$ cat config.mk
export PLATFORM = sky130hd
export DESIGN_NAME = dasc_ctrl
export DESIGN_NICKNAME = d
export VERILOG_FILES = /design/src/dasc_pkg.sv /design/src/dasc_ctrl.sv
export SDC_FILE = /design/constraint.sdc
export NUM_CORES = 1
export LEC_CHECK = 0
export BUFFER_PORTS_ARGS = -buffer_cell sky130_fd_sc_hd__buf_2
export CORE_MARGIN = 3
export CORE_UTILIZATION = 59
export CTS_BUF_LIST = sky130_fd_sc_hd__clkbuf_8
export DETAILED_ROUTE_END_ITERATION = 16
export PLACE_DENSITY = 0.89
export SKIP_CTS_REPAIR_TIMING = 1
export SLEW_MARGIN = 20
export SYNTH_ARGS = -nofsm -noshare
export SYNTH_HDL_FRONTEND = slang
export SYNTH_SLANG_ARGS = --single-unit
$ cat constraint.sdc
create_clock -name clk -period 3.6 [get_ports clk]
set_input_delay 0.54 -clock clk [delete_from_list [all_inputs] [get_ports clk]]
set_output_delay 0.54 -clock clk [all_outputs]
set_load 0.03 [all_outputs]
$ cat src/dasc_pkg.sv
// Package: register map, field positions and timing counts of the converter control block
package dasc_pkg;
  // Register indices (byte address is four times the index)
  localparam logic [9:0] IDX_COMMAND   = 10'h000;
  localparam logic [9:0] IDX_CHANNEL   = 10'h002;
  localparam logic [9:0] IDX_AN_STATUS = 10'h003;
  localparam logic [9:0] IDX_CONTROL   = 10'h004;
  localparam logic [9:0] IDX_THRESHOLD = 10'h005;
  localparam logic [9:0] IDX_DAC_LOW   = 10'h006;
  localparam logic [9:0] IDX_FIFO_FILL = 10'h006;
  localparam logic [9:0] IDX_DAC_HIGH  = 10'h007;
  // Command register bits
  localparam int CMD_SW_START  = 0;
  localparam int CMD_FLUSH     = 1;
  localparam int CMD_IRQ_CLEAR = 2;
  // Analog status bits
  localparam int ST_CONV_ACTIVE = 7;
  localparam int ST_INPUT_CFG   = 6;
  localparam int ST_SETTLING    = 5;
  localparam int ST_DAC_BUSY    = 4;
  localparam int ST_OVERRUN     = 3;
  localparam int ST_MULTI_CH    = 2;
  // Control register bits
  localparam int CT_CTR1_SRC  = 7;
  localparam int CT_CTR1_RATE = 6;
  localparam int CT_CTR0_RATE = 5;
  localparam int CT_TRIG_SRC  = 4;
  localparam int CT_DMA_EN    = 3;
  localparam int CT_TIMER_EN  = 2;
  localparam int CT_DIO_EN    = 1;
  localparam int CT_ANALOG_EN = 0;
  // DAC high byte fields
  localparam int DH_CH_LSB = 6;
  // Reset values
  localparam logic [7:0] CONTROL_RST   = 8'h00;
  localparam logic [7:0] CHANNEL_RST   = 8'h00;
  localparam logic [5:0] THRESHOLD_RST = 6'h01;
  // Threshold limits
  localparam logic [5:0] THR_MIN = 6'h01;
  localparam logic [5:0] THR_MAX = 6'h30;
  // Timing
  localparam int CLK_MHZ         = 25;
  localparam int SETTLE_US       = 9;
  localparam int DAC_BUSY_US     = 30;
  localparam int SETTLE_CYCLES   = SETTLE_US * CLK_MHZ;
  localparam int DAC_BUSY_CYCLES = DAC_BUSY_US * CLK_MHZ;
  // Converter control states
  typedef enum logic [1:0] {
    CS_IDLE = 2'b01,
    CS_BUSY = 2'b10
  } dasc_conv_state_t;
endpackage : dasc_pkg
$ cat src/dasc_ctrl.sv
// Converter control and status block with APB register access
// Function
// - Status bit 7 shows conversion or scan in progress.
// - Single mode: active per conversion; multi-channel mode: active for whole scan.
// - Status bit 6 reads 1 single-ended, 0 differential.
// - Channel or gain write holds settling bit 5 high for 9 us.
// - Bit 4 dac_busy high during D/A update, about 30 us.
// - Store into full FIFO sets sticky overrun, refuses samples until flush.
// - Status bit 2 returns multi-channel mode, bits 1-0 gain.
// - Control bit 7 picks counter 1 internal or external clock.
// - Control bit 6 picks counter 1 internal rate 10MHz or 100KHz.
// - Control bit 5 picks counter 0 rate 10MHz or 1MHz.
// - With analog interrupts on, bit 4 picks counter 0 or external trigger.
// - Control bits 3..0 enable DMA, timer, digital, analog interrupts.
// - Analog interrupts on: software start ignored, hardware trigger starts.
// - All enabled interrupt sources share one request line.
// - FIFO count reaching threshold sets analog_irq_pending.
// - Threshold acts within 1 to 48.
// - Offset 6 read returns fill count, bits 7-6 zero.
// - 12-bit D/A code; high byte write updates using stored low byte.
// - High byte carries channel in 7-6 and code bits 11-8.
// - Writing analog_irq_clear resets the analog request flip-flop.
// - FIFO flush sets fill count to zero.
//
// The APB register port is this design's own decision.
`timescale 1ns/1ps
module dasc_ctrl #(
  parameter int FIFO_DEPTH = 48
) (
  // Clock and reset
  input  wire logic        clk,
  input  wire logic        rst,
  // APB slave
  input  wire logic        psel,
  input  wire logic        penable,
  input  wire logic        pwrite,
  input  wire logic [11:0] paddr,
  input  wire logic [31:0] pwdata,
  output logic      [31:0] prdata,
  output logic             pready,
  output logic             pslverr,
  // Pins
  input  wire logic        external_trigger_pin,
  input  wire logic        input_config_pin,
  // Converter core
  input  wire logic        ctr0_out,
  input  wire logic        conv_done,
  input  wire logic        scan_last,
  input  wire logic        sample_store,
  input  wire logic        sample_take,
  output logic             conv_start,
  output logic             sample_accept,
  output logic      [7:0]  channel_range,
  output logic      [1:0]  input_gain_select,
  output logic             multi_channel_mode,
  // Counter and DMA selects
  output logic             ctr1_source_select,
  output logic             ctr1_rate_select,
  output logic             ctr0_rate_select,
  output logic             dma_enable,
  // Other interrupt requests and shared line
  input  wire logic        timer_irq_req,
  input  wire logic        dio_irq_req,
  input  wire logic        dma_irq_req,
  output logic             irq,
  // D/A serial engine
  output logic             dac_update,
  output logic      [1:0]  dac_channel_select,
  output logic      [11:0] dac_code
);
  import dasc_pkg::*;

  localparam logic [9:0] SETTLE_N = 10'(SETTLE_CYCLES);
  localparam logic [9:0] DACB_N   = 10'(DAC_BUSY_CYCLES);
  localparam logic [5:0] DEPTH_N  = 6'(FIFO_DEPTH);

  dasc_conv_state_t state_reg;
  logic [7:0] control_reg;
  logic [5:0] threshold_reg;
  logic [7:0] dac_low_bits_reg;
  logic [5:0] fifo_fill_count_reg;
  logic       fifo_overrun_flag_reg;
  logic       analog_irq_pending_reg;
  logic [9:0] settle_cnt_reg;
  logic [9:0] dac_cnt_reg;
  logic [2:0] trig_sync_reg;
  logic [2:0] cfg_sync_reg;
  logic       trig_lvl_reg;
  logic       input_config_flag_reg;
  logic       trig_prev_reg;
  logic       ctr0_prev_reg;

  logic       wr;
  logic       rd;
  logic [9:0] idx;
  logic       mapped;
  logic       cmd_wr;
  logic       sw_start;
  logic       flush;
  logic       irq_clear;
  logic       hw_trig;
  logic       start_req;
  logic       store_ok;
  logic       settling;
  logic       dac_busy;
  logic       analog_irq_enable;
  logic [5:0] thr_eff;
  logic [5:0] fill_next;
  logic [7:0] status;

  // APB decode; single-cycle access
  assign idx     = paddr[11:2];
  assign wr      = psel & penable & pwrite;
  assign rd      = psel & penable & ~pwrite;
  assign pready  = 1'b1;
  assign cmd_wr  = wr & (idx == IDX_COMMAND);
  assign sw_start  = cmd_wr & pwdata[CMD_SW_START];
  assign flush     = cmd_wr & pwdata[CMD_FLUSH];
  assign irq_clear = cmd_wr & pwdata[CMD_IRQ_CLEAR];

  // Map check per direction
  always_comb begin
    if (pwrite) begin
      mapped = (idx == IDX_COMMAND) || (idx >= IDX_CHANNEL && idx <= IDX_DAC_HIGH);
    end else begin
      mapped = (idx >= IDX_CHANNEL && idx <= IDX_FIFO_FILL);
    end
  end
  assign pslverr = psel & penable & ~mapped;

  // Control register fields
  assign analog_irq_enable  = control_reg[CT_ANALOG_EN];
  assign ctr1_source_select = control_reg[CT_CTR1_SRC];
  assign ctr1_rate_select   = control_reg[CT_CTR1_RATE];
  assign ctr0_rate_select   = control_reg[CT_CTR0_RATE];
  assign dma_enable         = control_reg[CT_DMA_EN];

  // Writable configuration registers
  always_ff @(posedge clk) begin
    if (rst) begin
      control_reg        <= CONTROL_RST;
      channel_range      <= CHANNEL_RST;
      multi_channel_mode <= 1'b0;
      input_gain_select  <= 2'h0;
    end else if (wr) begin
      case (idx)
        IDX_CONTROL:   control_reg <= pwdata[7:0];
        IDX_CHANNEL:   channel_range <= pwdata[7:0];
        IDX_AN_STATUS: begin
          multi_channel_mode <= pwdata[ST_MULTI_CH];
          input_gain_select  <= pwdata[1:0];
        end
        default: ;
      endcase
    end
  end

  // Threshold stored clamped to 1..48
  always_ff @(posedge clk) begin
    if (rst) begin
      threshold_reg <= THRESHOLD_RST;
    end else if (wr && idx == IDX_THRESHOLD) begin
      if (pwdata[5:0] > THR_MAX) begin
        threshold_reg <= THR_MAX;
      end else if (pwdata[5:0] == 6'h00) begin
        threshold_reg <= THR_MIN;
      end else begin
        threshold_reg <= pwdata[5:0];
      end
    end
  end
  assign thr_eff = threshold_reg;

  // Pin synchronisers; a level counts once stages two and three agree
  always_ff @(posedge clk) begin
    if (rst) begin
      trig_sync_reg         <= 3'h0;
      cfg_sync_reg          <= 3'h0;
      trig_lvl_reg          <= 1'b0;
      input_config_flag_reg <= 1'b0;
    end else begin
      trig_sync_reg <= {trig_sync_reg[1:0], external_trigger_pin};
      cfg_sync_reg  <= {cfg_sync_reg[1:0], input_config_pin};
      if (trig_sync_reg[1] == trig_sync_reg[2]) begin
        trig_lvl_reg <= trig_sync_reg[2];
      end
      if (cfg_sync_reg[1] == cfg_sync_reg[2]) begin
        input_config_flag_reg <= cfg_sync_reg[2];
      end
    end
  end

  // Trigger edge detection
  always_ff @(posedge clk) begin
    if (rst) begin
      trig_prev_reg <= 1'b0;
      ctr0_prev_reg <= 1'b0;
    end else begin
      trig_prev_reg <= trig_lvl_reg;
      ctr0_prev_reg <= ctr0_out;
    end
  end

  // Start source: hardware when analog interrupts on, else software
  assign hw_trig = control_reg[CT_TRIG_SRC] ? (trig_lvl_reg & ~trig_prev_reg)
                                            : (ctr0_out & ~ctr0_prev_reg);
  assign start_req  = analog_irq_enable ? hw_trig : sw_start;
  assign conv_start = start_req && (state_reg == CS_IDLE);

  // Conversion activity state
  always_ff @(posedge clk) begin
    if (rst) begin
      state_reg <= CS_IDLE;
    end else begin
      case (state_reg)
        CS_IDLE: if (conv_start) state_reg <= CS_BUSY;
        CS_BUSY: if (conv_done && (!multi_channel_mode || scan_last)) state_reg <= CS_IDLE;
        default: state_reg <= CS_IDLE;
      endcase
    end
  end

  // Settling timer restarted by channel or gain writes
  always_ff @(posedge clk) begin
    if (rst) begin
      settle_cnt_reg <= 10'h000;
    end else if (wr && (idx == IDX_CHANNEL || idx == IDX_AN_STATUS)) begin
      settle_cnt_reg <= SETTLE_N;
    end else if (settle_cnt_reg != 10'h000) begin
      settle_cnt_reg <= settle_cnt_reg - 10'h001;
    end
  end
  assign settling = (settle_cnt_reg != 10'h000);

  // FIFO fill count, overrun and acceptance
  assign store_ok      = sample_store && !fifo_overrun_flag_reg && (fifo_fill_count_reg < DEPTH_N);
  assign sample_accept = store_ok;
  always_comb begin
    fill_next = fifo_fill_count_reg;
    if (store_ok && !(sample_take && fifo_fill_count_reg != 6'h00)) begin
      fill_next = fifo_fill_count_reg + 6'h01;
    end else if (!store_ok && sample_take && fifo_fill_count_reg != 6'h00) begin
      fill_next = fifo_fill_count_reg - 6'h01;
    end
  end
  always_ff @(posedge clk) begin
    if (rst || flush) begin
      fifo_fill_count_reg <= 6'h00;
    end else begin
      fifo_fill_count_reg <= fill_next;
    end
  end
  always_ff @(posedge clk) begin
    if (rst || flush) begin
      fifo_overrun_flag_reg <= 1'b0;
    end else if (sample_store && fifo_fill_count_reg >= DEPTH_N) begin
      fifo_overrun_flag_reg <= 1'b1;
    end
  end

  // Analog request: latched, set wins over clear
  always_ff @(posedge clk) begin
    if (rst) begin
      analog_irq_pending_reg <= 1'b0;
    end else if (store_ok && fill_next == thr_eff) begin
      analog_irq_pending_reg <= 1'b1;
    end else if (irq_clear) begin
      analog_irq_pending_reg <= 1'b0;
    end
  end

  // Shared interrupt line
  assign irq = (analog_irq_pending_reg & analog_irq_enable)
             | (timer_irq_req & control_reg[CT_TIMER_EN])
             | (dio_irq_req & control_reg[CT_DIO_EN])
             | (dma_irq_req & control_reg[CT_DMA_EN]);

  // D/A low byte holding register
  always_ff @(posedge clk) begin
    if (rst) begin
      dac_low_bits_reg <= 8'h00;
    end else if (wr && idx == IDX_DAC_LOW) begin
      dac_low_bits_reg <= pwdata[7:0];
    end
  end

  // D/A update launched by high byte write
  always_ff @(posedge clk) begin
    if (rst) begin
      dac_update         <= 1'b0;
      dac_channel_select <= 2'h0;
      dac_code           <= 12'h000;
      dac_cnt_reg        <= 10'h000;
    end else begin
      dac_update <= 1'b0;
      if (wr && idx == IDX_DAC_HIGH) begin
        dac_update         <= 1'b1;
        dac_channel_select <= pwdata[DH_CH_LSB+1:DH_CH_LSB];
        dac_code           <= {pwdata[3:0], dac_low_bits_reg};
        dac_cnt_reg        <= DACB_N;
      end else if (dac_cnt_reg != 10'h000) begin
        dac_cnt_reg <= dac_cnt_reg - 10'h001;
      end
    end
  end
  assign dac_busy = (dac_cnt_reg != 10'h000);

  // Status byte
  assign status = {state_reg == CS_BUSY, input_config_flag_reg, settling, dac_busy,
                   fifo_overrun_flag_reg, multi_channel_mode, input_gain_select};

  // Read data
  always_comb begin
    prdata = 32'h0000_0000;
    if (rd) begin
      case (idx)
        IDX_CHANNEL:   prdata[7:0] = channel_range;
        IDX_AN_STATUS: prdata[7:0] = status;
        IDX_CONTROL:   prdata[7:0] = control_reg;
        IDX_THRESHOLD: prdata[5:0] = threshold_reg;
        IDX_FIFO_FILL: prdata[5:0] = fifo_fill_count_reg;
        default:       prdata = 32'h0000_0000;
      endcase
    end
  end

  // Cycles since the last channel or gain write, saturating; watched by the settling checks
  logic [9:0] settle_age_reg;
  always_ff @(posedge clk) begin
    if (rst) begin
      settle_age_reg <= 10'h3FF;
    end else if (wr && (idx == IDX_CHANNEL || idx == IDX_AN_STATUS)) begin
      settle_age_reg <= 10'h001;
    end else if (settle_age_reg != 10'h3FF) begin
      settle_age_reg <= settle_age_reg + 10'h001;
    end
  end
endmodule : dasc_ctrl

After elaboration in Yosys (flattened, before gate mapping). Cells that the tools add are included. Widths: inputs -> output; s select.

$lt $le $gt $ge: 6. Bitwise operators: 21. Add/subtract/negate cells: 4. Muxes and demuxes: 20. Reduce and logical (&&, ||, !) cells: 38. Equal/unequal tests: 13.

Operator list (number): $eq 10x3->1 const B (4); $pmux 6 s5 (1); $mux 6 (4); $mux 8 (3); $eq 10x2->1 const B (2); $le 10x3->1 const B (2); $mux 10 (2); $reduce_bool 10->1 (2); $sub 10x1->10 const B (2); $logic_and 1x1->1 (16); $and 1x1->1 (14); $ge 10x2->1 const B (1); $logic_not 10->1 (1); $reduce_and 2->1 (4); $add 6x1->6 const B (1); $eq 6x6->1 (1); $ge 6x6->1 const B (1); $gt 6x6->1 const B (1); $logic_not 6->1 (1); $lt 6x6->1 const B (1); $mux 1 (6); $pmux 2 s3 (1); $reduce_bool 2->1 (3); $reduce_bool 6->1 (1); other kinds (13) (27).

Register bits after elaboration: 88. Logic and storage cells: 125. Output and inout bits: 67.

Depth between registers and ports, before layout.
Depth after elaboration: 11. Gate-level depth with buffers: 9. Gate-level depth less buffers: 7.

Worst setup path after synthesis. OpenSTA, ideal clock, no wires.

Kind: input to output. From: input port paddr[9]. To: output port prdata[6]. Setup slack: 0.614 ns. Buffers on the path: 0. Stages on the path: 5. Arrival: 2.446 ns. Path through: nor4_2 nand4_2 nor3_1 a22oi_1 nor3_1.

Longest elaborated chain between the ends: 3.

Ends and longest elaborated chain: start: declaration (RTL line dasc_ctrl.sv:37) `input wire logic [11:0] paddr,`; $eq 10x3->1 or $eq 10x2->1 (tied branches) (RTL line dasc_ctrl.sv:316) `case (idx)`; $pmux 2 s3 (*) (RTL line dasc_ctrl.sv:316); $mux 8 (*) (RTL line dasc_ctrl.sv:315) `if (rd) begin`; end: declaration (RTL line dasc_ctrl.sv:39) `output logic [31:0] prdata,`.

Mark *: on every way between the ends. The rest lies on a longest branch, timed or not.

Worst setup path in the final report.
From: register dac_cnt_reg[2]. To: output port prdata[4].

Longest elaborated chain between the ends: 3.

Ends and longest elaborated chain: start: declaration (RTL line dasc_ctrl.sv:85) `logic [9:0] dac_cnt_reg;`; start signal: assignment (RTL line dasc_ctrl.sv:302) `dac_cnt_reg <= dac_cnt_reg - 10'h001;`; $reduce_bool 10->1 (RTL line dasc_ctrl.sv:306) `assign dac_busy = (dac_cnt_reg != 10'h000);`; $pmux 6 s5 (RTL line dasc_ctrl.sv:316); $mux 8 (RTL line dasc_ctrl.sv:315).

No other way between the ends.

==> impl_metrics.py <==
metrics = {
    "synthesis": {
        "yosysTopAreaCell": "dfxtp_1",
        "synthAdderAreaFrac_pct": 1.91,
        "synth_async_sr_flop_share_pct": 0,
        "synth_compound_area_share_pct": 15.7,
        "yosysWarningCount": 0,
        "synth_top_cell_area_share_pct": 38.5,
        "synth_edf_count": 0,
        "synth-xor-area-share_pct": 5.65,
        "synth_top_family_by_area": "simple AND/OR/NAND/NOR gates",
        "yosys-mux-area-fraction_pct": 6.77,
        "syn_area_per_cell_um2": 8.48,
        "syn_inst": 540,
        "netlist_top_cells_area": "dfxtp_1, a21oi_1, nand2_1",
        "synthTopCellsByCount": "dfxtp_1, nand2_1, a21oi_1",
        "ys_seq_area_share_pct": 38.5,
        "yosysMostFrequentCell": "dfxtp_1",
        "ys.flop_type": "dfxtp_1",
        "synthesis.area_mm2": 0.00458,
        "ys_types": 65,
        "synth-simple-area-share_pct": 23.2,
        "synth-seq-cells": 88,
    },
    "die": {
        "die_y_um": 94.1,
        "die-area_mm2": 0.00886,
        "start_util_pct": 61.8,
        "rows": 31,
        "ios": 126,
        "fp.coreArea_mm2": 0.00741,
        "chipWidth_um": 94.1,
    },
    "sta": {
        "tightest_slew_ns": 0.855,
        "hold_viol": 0,
        "fin_hold_ws_ns": 0.392,
        "rsz0062_at_grt": "false",
        "max_freq_ghz": 0.334,
        "setup_violations": 0,
        "skew_ns": 0.0104,
        "fin_crit_ns": 2.99,
        "min_period_over_period_pct": 83.1,
        "max_slew_margin_pct": 43.0,
        "report.final.slew_viol_count": 0,
        "tns_ns": 0,
    },
    "run_status": {
        "run_status": "complete, no violations",
    },
    "clock_tree": {
        "clock_latency_ns": 0.36,
        "cts_tree": "built",
        "htree_levels": 3,
        "cts_buffers": 9,
        "cts_buffer_depth": 2,
        "cts-root-buf": "clkbuf_8",
        "path_clk_slew_ns": 0.09,
        "clock-sinks": 88,
    },
    "detailed_routing": {
        "wl_um": 11100,
        "vias_per_cell": 5.72,
        "wl_per_cell_um": 15.8,
        "dr_total_vias": 4018,
        "drc": 0,
        "dr.pass1.iters": 5,
        "ant_nets": 0,
        "drt_iter0_markers": 340,
    },
    "worst_setup_path": {
        "startpoint_type": "flip-flop",
        "critical_path.cell_chain": "or4_4 -> nor4_4 -> and2_0 -> a21o_1 -> a21oi_1 -> buf_2",
        "rr_startpoint": "fifo_fill_count_reg[0]",
        "path_class": "flip-flop to primary output",
        "cp.buffers_inverters": 1,
        "slowest_stage": "or4_4",
        "cp-startpoint": "dac_cnt_reg[2]",
        "cp_slowest_stage_delay_ns": 0.59,
        "critPathCaptureType": "primary output",
        "critPathMaxFanout": 7,
        "crit_arrival_ns": 2.45,
        "cp_top_family": "simple AND/OR/NAND/NOR gates",
        "critPathRequiredTime_ns": 3.06,
    },
    "grt": {
        "grt_max_degree": 50,
        "gr-usage-met3_pct": 5.45,
        "gr-usage-met1_pct": 32.0,
        "grt_pass1_wl_um": 17900,
        "grt_use_total_pct": 25.5,
        "met2_usage_pct": 42.6,
        "grt_pass1_vias": 3764,
        "top_usage_layer": "met2",
        "grt_overflow": 0,
        "antenna_found_initial": 0,
    },
    "finish": {
        "fin_util_pct": 68.2,
        "final_area_mm2": 0.00505,
        "final_nets": 664,
        "drive_gt1_share_pct": 20.4,
        "syn_to_final_growth_pct": 10.3,
        "regArea_mm2": 0.00176,
        "antenna_cells": 0,
        "largest_reg_flops": 12,
        "multi_input_area_mm2": 0.00253,
        "nFillCells": 606,
    },
    "placement": {
        "place.gp.congestion": 0.932,
        "place_area_mm2": 0.00486,
        "place.port_buffers": 74,
        "detailed_place_hpwl_um": 7980,
    },
    "pwr": {
        "ir_drop_uv": 554,
        "leakage_uw": 0.00210,
        "power_uw": 2800,
        "p_per_area_mw_per_mm2": 555,
    },
    "min_path": {
        "hold_start": "input_config_pin",
        "hold_path_class": "input pin to flip-flop",
    },
    "job": {
        "max_cap_viol_count": 0,
    },
}
layout by cell type, fill, tap and decap left out, types with 3 or more instances in the layout:
cell       n
a211oi_1   5
a21oi_1   60
a22oi_1    9
a31oi_1    4
and3_1     5
buf_2     74
buf_4      4
clkbuf_8  11
conb_1    25
dfxtp_1   88
ha_1       7
inv_1     12
mux2_2     8
mux2i_1   22
nand2_1   67
nand2b_1   6
nand3_1   17
nand3b_1   4
nand4b_1   3
nor2_1    44
nor2b_1   14
nor3_1     9
nor3b_1    3
nor4_1     4
o21ai_0    9
o21ai_2    6
o31ai_1    3
or3_1      4
or4_1      3
or4_4      3
xnor2_1   19
xor2_1     8
path summary, 6_finish.rpt:
kind              slack [ns]                endpoint  depth (start not counted)
setup / recovery        0.61               prdata[4]                          6
hold / removal          0.39         cfg_sync_reg[0]                          2
setup reg to reg        1.35  analog_irq_pending_reg                          7
hold reg to reg         0.45             dac_code[8]                          2
cell families (layout without fill, tap and decap cells):
| group | Yosys count | after routing |
|---|---|---|
| XOR/XNOR | 28 | 28 |
| AO/OA/AOI/OAI | 117 | 117 |
| adder cells (fa/ha/maj) | 7 | 7 |
| flip-flops | 88 | 88 |
| buffers and inverters | 66 | 106 |
| multiplexers | 30 | 30 |
| AND/OR/NAND/NOR | 202 | 202 |
| other | 2 | 25 |
power breakdown:
| group | total, µW | internal (µW) | switching, µW | leakage, µW |
|---|---|---|---|---|
| registers | 1220 | 1090 | 131 | 0.000715 |
| clock network | 647 | 292 | 354 | 0.0000959 |
| logic | 939 | 414 | 525 | 0.00129 |
| total | 2800 | 1790 | 1010 | 0.00210 |
area by class of cell:
cell class | instances | area share (%)
clock buffers | 11 | 3.00
clock inverters | 5 | 0.768
inverters | 12 | 0.892
multi-input cells | 409 | 50.1
flip-flops and latches | 88 | 34.9
well taps | 99 | 2.45
repair buffers | 78 | 7.93
per-stage QoR:
step | setup slack [ns] | cells
floorplan | 0.614 | 563
global placement | 0.718 | 686
detailed placement | 0.643 | 686
CTS | 0.612 | 702
global route | 0.447 | 702
finish | 0.607 | 702
routing by layer:
layer  part of all wire, %  vias up
met2                    49      148
met5                     0        -
met4                   2.1        0
met1                    42     1898
li1                      -     1949
met3                   6.4       23
Note: power is estimated with default switching activity, not from simulation.
